--- src/logic/qdc_params.svh ---
`ifndef QDC_PARAMS_SVH
`define QDC_PARAMS_SVH

// word layout, msb first
`define QDC_WORD_W 12
`define QDC_DATA_W 8
`define QDC_NCHAN 4
`define QDC_SR_RST 12'h000
`define QDC_DATA_RST 8'h00
// link input synchroniser depth
`define QDC_SYNC_W 3
// command codes on {chan_sel, ctrl_code}
`define QDC_CMD_NOP 4'h0
`define QDC_CMD_SW_LOAD 4'h4
`define QDC_CMD_LOAD_ALL 4'h8
`define QDC_CMD_SHUTDOWN 4'hc
`define QDC_CMD_USER_LOW 4'h2
`define QDC_CMD_USER_HIGH 4'h6
`define QDC_CMD_PH_RISE 4'he
`define QDC_CMD_PH_FALL 4'ha
// ctrl_code values
`define QDC_CTRL_INPUT 2'h1
`define QDC_CTRL_BOTH 2'h3

`endif

--- src/logic/qdc_pkg.sv ---
package qdc_pkg;

	typedef struct packed {
		logic [1:0] chan_sel;
		logic [1:0] ctrl_code;
		logic [7:0] data;
	} qdc_word_t;

	typedef logic [3:0][7:0] qdc_bank_t;

	typedef enum logic [1:0] {
		QDC_IDLE = 2'h0,
		QDC_SHIFT = 2'h1
	} qdc_state_t;

endpackage

--- src/logic/qdc_decoder.sv ---
`include "qdc_params.svh"
// What this block does
// - word is 12 bits msb first: channel, control, then data byte
// - execute shift register contents only at chip select rising edge
// - reset clears interface and codes, selects falling-edge serial_out
// - serial_out lags input 12.5 cycles falling mode, 12 rising mode
// - channel bits 0..3 select channels a, b, c, d
// - control 01 loads selected input register only, dac untouched
// - control 11 loads input register then updates all dacs
// - 0100 copies inputs to dacs and leaves shutdown
// - software transfer equals load_outputs_n low, timed at chip select
// - 1000 writes data to all dacs and leaves shutdown
// - 1000 with zero data clears every dac
// - 1100 enters shutdown only while power_down_allow is high
// - 0010 drives user output low, 0110 high, level held
// - 0000 changes nothing, bits pass toward serial_out
// - 1110 selects rising-edge serial_out and copies inputs to dacs
// - 1010 selects falling-edge serial_out and copies inputs to dacs
// - serial_out phase held until reset or opposite phase command
module qdc_decoder (
	input wire logic clk_i,
	input wire logic nrst_i,
	input wire logic sclk_i,
	input wire logic cs_n_i,
	input wire logic sdi_i,
	input wire logic load_outputs_n_i,
	input wire logic clear_all_n_i,
	input wire logic power_down_allow_i,
	output logic serial_out_o,
	output logic user_logic_out_o,
	output logic shutdown_o,
	output logic rise_mode_o,
	output qdc_pkg::qdc_bank_t input_reg_o,
	output qdc_pkg::qdc_bank_t dac_reg_o
);

	////////////////////////////////////////////////////////////////
	// link input synchronisers

	logic [`QDC_SYNC_W-1:0] sclk_sync;
	logic [`QDC_SYNC_W-1:0] cs_sync;
	logic [`QDC_SYNC_W-1:0] sdi_sync;
	logic [`QDC_SYNC_W-1:0] load_outputs_n_sync;
	logic [`QDC_SYNC_W-1:0] clr_sync;
	logic [`QDC_SYNC_W-1:0] pda_sync;
	logic sclk_lvl;
	logic cs_lvl;
	logic sdi_lvl;
	logic load_outputs_n_lvl;
	logic clr_lvl;
	logic pda_lvl;

	// three flops per pin, level moves when last two agree
	always_ff @(posedge clk_i or negedge nrst_i)
	begin
		if (!nrst_i)
		begin
			sclk_sync <= '0;
			cs_sync <= '1;
			sdi_sync <= '0;
			load_outputs_n_sync <= '1;
			clr_sync <= '1;
			pda_sync <= '0;
		end
		else
		begin
			sclk_sync <= {sclk_sync[1:0], sclk_i};
			cs_sync <= {cs_sync[1:0], cs_n_i};
			sdi_sync <= {sdi_sync[1:0], sdi_i};
			load_outputs_n_sync <= {load_outputs_n_sync[1:0], load_outputs_n_i};
			clr_sync <= {clr_sync[1:0], clear_all_n_i};
			pda_sync <= {pda_sync[1:0], power_down_allow_i};
		end
	end

	// filtered levels
	always_ff @(posedge clk_i or negedge nrst_i)
	begin
		if (!nrst_i)
		begin
			sclk_lvl <= 1'b0;
			cs_lvl <= 1'b1;
			sdi_lvl <= 1'b0;
			load_outputs_n_lvl <= 1'b1;
			clr_lvl <= 1'b1;
			pda_lvl <= 1'b0;
		end
		else
		begin
			if (sclk_sync[1] == sclk_sync[2])
				sclk_lvl <= sclk_sync[2];
			if (cs_sync[1] == cs_sync[2])
				cs_lvl <= cs_sync[2];
			if (sdi_sync[1] == sdi_sync[2])
				sdi_lvl <= sdi_sync[2];
			if (load_outputs_n_sync[1] == load_outputs_n_sync[2])
				load_outputs_n_lvl <= load_outputs_n_sync[2];
			if (clr_sync[1] == clr_sync[2])
				clr_lvl <= clr_sync[2];
			if (pda_sync[1] == pda_sync[2])
				pda_lvl <= pda_sync[2];
		end
	end

	////////////////////////////////////////////////////////////////
	// edge detection

	logic sclk_new;
	logic cs_new;
	logic sclk_rise;
	logic sclk_fall;
	logic cs_rise;

	assign sclk_new = (sclk_sync[1] == sclk_sync[2]) ? sclk_sync[2] : sclk_lvl;
	assign cs_new = (cs_sync[1] == cs_sync[2]) ? cs_sync[2] : cs_lvl;
	assign sclk_rise = sclk_new & ~sclk_lvl;
	assign sclk_fall = ~sclk_new & sclk_lvl;
	assign cs_rise = cs_new & ~cs_lvl;

	////////////////////////////////////////////////////////////////
	// shift register and frame state

	qdc_pkg::qdc_state_t state;
	logic [`QDC_WORD_W-1:0] shreg;
	qdc_pkg::qdc_word_t word;
	logic shift_en;

	assign shift_en = (state == qdc_pkg::QDC_SHIFT) && sclk_rise && !cs_new;
	assign word = qdc_pkg::qdc_word_t'(shreg);

	// frame tracking from chip select
	always_ff @(posedge clk_i or negedge nrst_i)
	begin
		if (!nrst_i)
			state <= qdc_pkg::QDC_IDLE;
		else
		begin
			unique case (state)
				qdc_pkg::QDC_IDLE:
					if (!cs_new)
						state <= qdc_pkg::QDC_SHIFT;
				qdc_pkg::QDC_SHIFT:
					if (cs_new)
						state <= qdc_pkg::QDC_IDLE;
			endcase
		end
	end

	// msb first sampling on rising sclk
	// older bits fall off the top
	always_ff @(posedge clk_i or negedge nrst_i)
	begin
		if (!nrst_i)
			shreg <= `QDC_SR_RST;
		else if (!clr_lvl)
			shreg <= `QDC_SR_RST;
		else if (shift_en)
			shreg <= {shreg[`QDC_WORD_W-2:0], sdi_lvl};
	end

	////////////////////////////////////////////////////////////////
	// serial output

	logic rise_mode;
	logic spill;

	// bit leaving the msb, held for the following falling edge
	always_ff @(posedge clk_i or negedge nrst_i)
	begin
		if (!nrst_i)
			spill <= 1'b0;
		else if (shift_en)
			spill <= shreg[`QDC_WORD_W-1];
	end

	// rising mode: msb out on same edge, falling: half cycle later
	// nop words simply pass through here
	always_ff @(posedge clk_i or negedge nrst_i)
	begin
		if (!nrst_i)
			serial_out_o <= 1'b0;
		else if (!cs_new && (rise_mode ? sclk_rise : sclk_fall))
			serial_out_o <= rise_mode ? shreg[`QDC_WORD_W-1] : spill;
	end

	////////////////////////////////////////////////////////////////
	// command decode

	logic [3:0] cmd;
	logic [1:0] chan;
	logic do_input;
	logic do_xfer;
	logic do_all;

	assign cmd = {word.chan_sel, word.ctrl_code};
	assign chan = word.chan_sel;
	assign do_input = cs_rise && (word.ctrl_code == `QDC_CTRL_INPUT
		|| word.ctrl_code == `QDC_CTRL_BOTH);
	assign do_xfer = (cs_rise && (word.ctrl_code == `QDC_CTRL_BOTH
		|| cmd == `QDC_CMD_SW_LOAD || cmd == `QDC_CMD_PH_RISE
		|| cmd == `QDC_CMD_PH_FALL)) || !load_outputs_n_lvl;
	assign do_all = cs_rise && cmd == `QDC_CMD_LOAD_ALL;

	// per channel storage
	generate
		for (genvar i = 0; i < `QDC_NCHAN; i++)
		begin : g_chan
			logic sel;
			logic [`QDC_DATA_W-1:0] next_in;
			assign sel = do_input && chan == 2'(i);
			assign next_in = sel ? word.data : input_reg_o[i];

			// input register
			always_ff @(posedge clk_i or negedge nrst_i)
			begin
				if (!nrst_i)
					input_reg_o[i] <= `QDC_DATA_RST;
				else if (!clr_lvl)
					input_reg_o[i] <= `QDC_DATA_RST;
				else
					input_reg_o[i] <= next_in;
			end

			always_ff @(posedge clk_i or negedge nrst_i)
			begin
				if (!nrst_i)
					dac_reg_o[i] <= `QDC_DATA_RST;
				else if (!clr_lvl)
					dac_reg_o[i] <= `QDC_DATA_RST;
				else if (do_all)
					dac_reg_o[i] <= word.data;
				else if (do_xfer)
					dac_reg_o[i] <= next_in;
			end
		end
	endgenerate

	////////////////////////////////////////////////////////////////
	// mode flags

	always_ff @(posedge clk_i or negedge nrst_i)
	begin
		if (!nrst_i)
			shutdown_o <= 1'b0;
		else if (cs_rise && cmd == `QDC_CMD_SHUTDOWN && pda_lvl)
			shutdown_o <= 1'b1;
		else if (cs_rise && (cmd == `QDC_CMD_SW_LOAD || cmd == `QDC_CMD_LOAD_ALL))
			shutdown_o <= 1'b0;
	end

	always_ff @(posedge clk_i or negedge nrst_i)
	begin
		if (!nrst_i)
			user_logic_out_o <= 1'b0;
		else if (cs_rise && cmd == `QDC_CMD_USER_LOW)
			user_logic_out_o <= 1'b0;
		else if (cs_rise && cmd == `QDC_CMD_USER_HIGH)
			user_logic_out_o <= 1'b1;
	end

	always_ff @(posedge clk_i or negedge nrst_i)
	begin
		if (!nrst_i)
			rise_mode <= 1'b0;
		else if (cs_rise && cmd == `QDC_CMD_PH_RISE)
			rise_mode <= 1'b1;
		else if (cs_rise && cmd == `QDC_CMD_PH_FALL)
			rise_mode <= 1'b0;
	end

	assign rise_mode_o = rise_mode;

endmodule

--- config.mk ---
export PLATFORM = sky130hd
export DESIGN_NAME = qdc_decoder
export DESIGN_NICKNAME = d
export VERILOG_FILES = /design/src/logic/qdc_pkg.sv /design/src/logic/qdc_decoder.sv
export VERILOG_INCLUDE_DIRS = /design/src /design/src/logic
export SDC_FILE = /design/constraint.sdc
export NUM_CORES = 1
export LEC_CHECK = 0
export BUFFER_PORTS_ARGS = -buffer_cell sky130_fd_sc_hd__buf_2
export CORE_ASPECT_RATIO = 2
export CORE_MARGIN = 2
export CORE_UTILIZATION = 47
export DETAILED_ROUTE_END_ITERATION = 10
export GPL_TIMING_DRIVEN = 0
export PLACE_DENSITY = 0.72
export SLEW_MARGIN = 20
export SYNTH_ARGS = -nofsm -noshare
export SYNTH_HDL_FRONTEND = slang
export SYNTH_SLANG_ARGS = --single-unit
--- constraint.sdc ---
create_clock -name clk_i -period 5.05 [get_ports clk_i]
set_input_delay 0.7575 -clock clk_i [delete_from_list [all_inputs] [get_ports clk_i]]
set_output_delay 0.7575 -clock clk_i [all_outputs]
set_load 0.005 [all_outputs]
==> run summary <==
largest net degree at the start of global routing -> 74
Die W -> 73.71 um
Max Fclk -> 451.5 MHz
crit-path leading delay family -> compound AO/OA/AOI/OAI gates
Seq/Total Area, Yosys -> 58.39%
final setup fails -> 0
Worst Hold Class -> in -> async
Routed WL -> 12,580 um
P_leak -> 2.686 nW
DP Wirelength -> 9224 um
Tcrit/Tclk final -> 43.86%
top-area cell type share of the netlist area -> 51.49%
Crit-path slowest cell -> a21oi_1
postcts setup bufs -> 0
global-route wire length before repair -> 19,740 um
number of diodes -> 0
maximum vdd drop -> 0.2508 mV
RSZ-0062 raised after global routing -> false
total vias in the final route -> 3,648
Hold WS -> 0.2865 ns
worst slew pin tran -> 0.8225 ns
Post-synth EDFFs -> 0
Synth area leaders -> dfrtp_1 (51%), a21boi_0 (7.2%), dfstp_2 (6.9%), a22o_1 (5.8%), nand3_1 (5.0%)
Die H -> 143.4 um
Post-CTS Resized -> 0
mux cell area share after synthesis -> 1.205%
PortBufs -> 75
clk_skew -> 0.01069 ns
CP startpoint kind -> register
Synth Area in Simple Gates -> 12.43%
crit end category -> register
most frequent cells in the layout -> dfrtp_1 (94), buf_2 (78), nand3_1 (46), o21ai_0 (45), a21boi_0 (44)
status -> finished clean
RR Startpoint -> cs_lvl$_DFF_PN1_
Net Count, Synth -> 405
CTS Root Cell -> clkbuf_16
DR iter-0 viols -> 328
FP Rows -> 50
Mapped Avg Cell Area -> 11.51 um2
critical-path cell list -> nand4bb_2 -> clkbuf_1 -> o31ai_1 -> a21oi_1 -> a22o_2
Cell Area, Synth -> 4568 um2
Final Hold Viols -> 0
ys async rst share -> 100.0%
Max Root-Sink Buffers -> 2
Sink Count -> 106
area grow syn2layout -> 19.12%
GRT overflow -> 0
post-cts hold buffer count -> 0
Routed WL per cell -> 21.21 um
Max stage delay on crit path -> 0.66 ns
Residual DRC -> 0
Setup TNS -> 0 ns
layout cells sized above 1 -> 26.99%
Compound-Gate Fraction of Synth Area -> 21.83%
initial antenna violation count -> 0
Syn. warnings -> 0
antenna viol nets, final -> 0
relative slew slack -> 45.17%
TritonCTS buffer count -> 9
Tmin final -> 2.215 ns
R2R cell count -> 5
initial cell density of the core -> 48.68%
R2R Path End -> dac_reg_o[27]$_DFFE_PN0P_
Synth Flop Type -> dfrtp_1
core region area -> 9384 um2
vias in the first global route -> 3,765
post-synthesis xor/xnor area fraction -> 0%
Levels on crit path -> 5
main combinational cell family by area after synthesis -> compound AO/OA/AOI/OAI gates
DR pass1 iterations -> 5
count of pins over their slew limit -> 0
CTS tree -> built
Total Routing Usage GR -> 25.23%
critical path data required time -> 5.34 ns
clock-pin slew on the worst setup and hold paths -> 0.08 ns
R2R Setup Slk -> 2.84 ns
Clock Latency Late Sink -> 0.35 ns
Cell variety after synth -> 42
area of the die -> 10,570 um2
Synth Register Bits -> 106
MaxCap Viol Count -> 0
arrival time worst endpoint -> 2.51 ns
critical path peak fanout -> 10
critical path type -> reg -> reg
largest area contributor in the netlist -> dfrtp_1
H-tree level count -> 3
DR vias/cell -> 6.152
cells after synthesis -> 397
power per cell area -> 323.3 nW/um2
IO Pins -> 76
Nets -> 492
adder-cell share of the synthesized area -> 1.315%
RePlAce Congestion -> 0.9045
Crit path buffers/inverters -> 1
leading cell type in the layout, fill and taps excluded -> dfrtp_1
layout make-up:
cell class / count / area (um2)
plain buffers: 35 / 209.0
clock buffers: 10 / 239.0
clock inverters: 6 / 95.09
fillers: 800 / 3943
inverters: 3 / 11.26
multi-input cells: 253 / 1680
flip-flops and latches: 106 / 2668
well taps: 104 / 130.1
repair buffers: 76 / 409.1
per-stage QoR:
step                      cells  instance area (um2)  utilization [%]  power [mW]  worst slack [ns]
after detailed placement    577                 5107            54.43       1.005             2.914
after global placement      576                 5074            54.07      0.9991             2.130
after floorplan             397                 4568                -      0.9475             3.335
after global routing        593                 5441            57.99       1.821             2.794
after CTS                   593                 5441            57.99       1.774             2.905
final                       593                 5441            57.99       1.759             2.835
how the worst max path moves through the flow:
stage / from / to / slack, ns
2_1_floorplan: shreg[11]$_DFFE_PN0P_ / dac_reg_o[2]$_DFFE_PN0P_ / 3.34
3_3_place_gp: nrst_i / dac_reg_o[4]$_DFFE_PN0P_ / 2.13
3_5_place_dp: cs_lvl$_DFF_PN1_ / dac_reg_o[27]$_DFFE_PN0P_ / 2.91
4_1_cts: cs_lvl$_DFF_PN1_ / dac_reg_o[27]$_DFFE_PN0P_ / 2.91
5_1_grt: cs_sync[1]$_DFF_PN1_ / dac_reg_o[23]$_DFFE_PN0P_ / 2.79
6_report: cs_lvl$_DFF_PN1_ / dac_reg_o[27]$_DFFE_PN0P_ / 2.84
registers in the layout, summed over array words and instances, names as in the netlist, 3 cells and up:
signal and flops:
clr_sync 3, cs_sync 3, dac_reg_o 32, input_reg_o 32, load_outputs_n_sync 3, pda_sync 3
sclk_sync 3, sdi_sync 3, shreg 12
metal layers:
metal  up-vias  part of all wire, %  GRT usage [%]  routed length [um]
met5         -                    0              0                   0
met4         0                  5.9          15.79                 743
met3        38                  3.6          4.418                 452
met2       129                   55          43.89                6919
met1      1846                   35          27.37                4461
li1       1635                    -              -                   -
power by group:
part           internal, mW  total, mW  switching (mW)
Combinational        0.0339      0.110          0.0758
Clock                 0.453      0.772           0.318
Sequential            0.869      0.878         0.00951
cell usage after synthesis, drive strengths merged, types with 7 or more instances:
master	count
a22o	31
dfrtp	94
nand4b	10
nand3	47
clkbuf	20
buf	15
a21boi	44
dfstp	12
a21oi	12
o21ai	45
nand4	7
nand2	13
o31ai	9
kinds of logic after synthesis:
kind of cell	count (synthesis)
flops	106
simple gates	98
buf+inv	38
mux	5
fa+ha+maj	6
compound gates	144
Power figures use the tool's default switching activity.
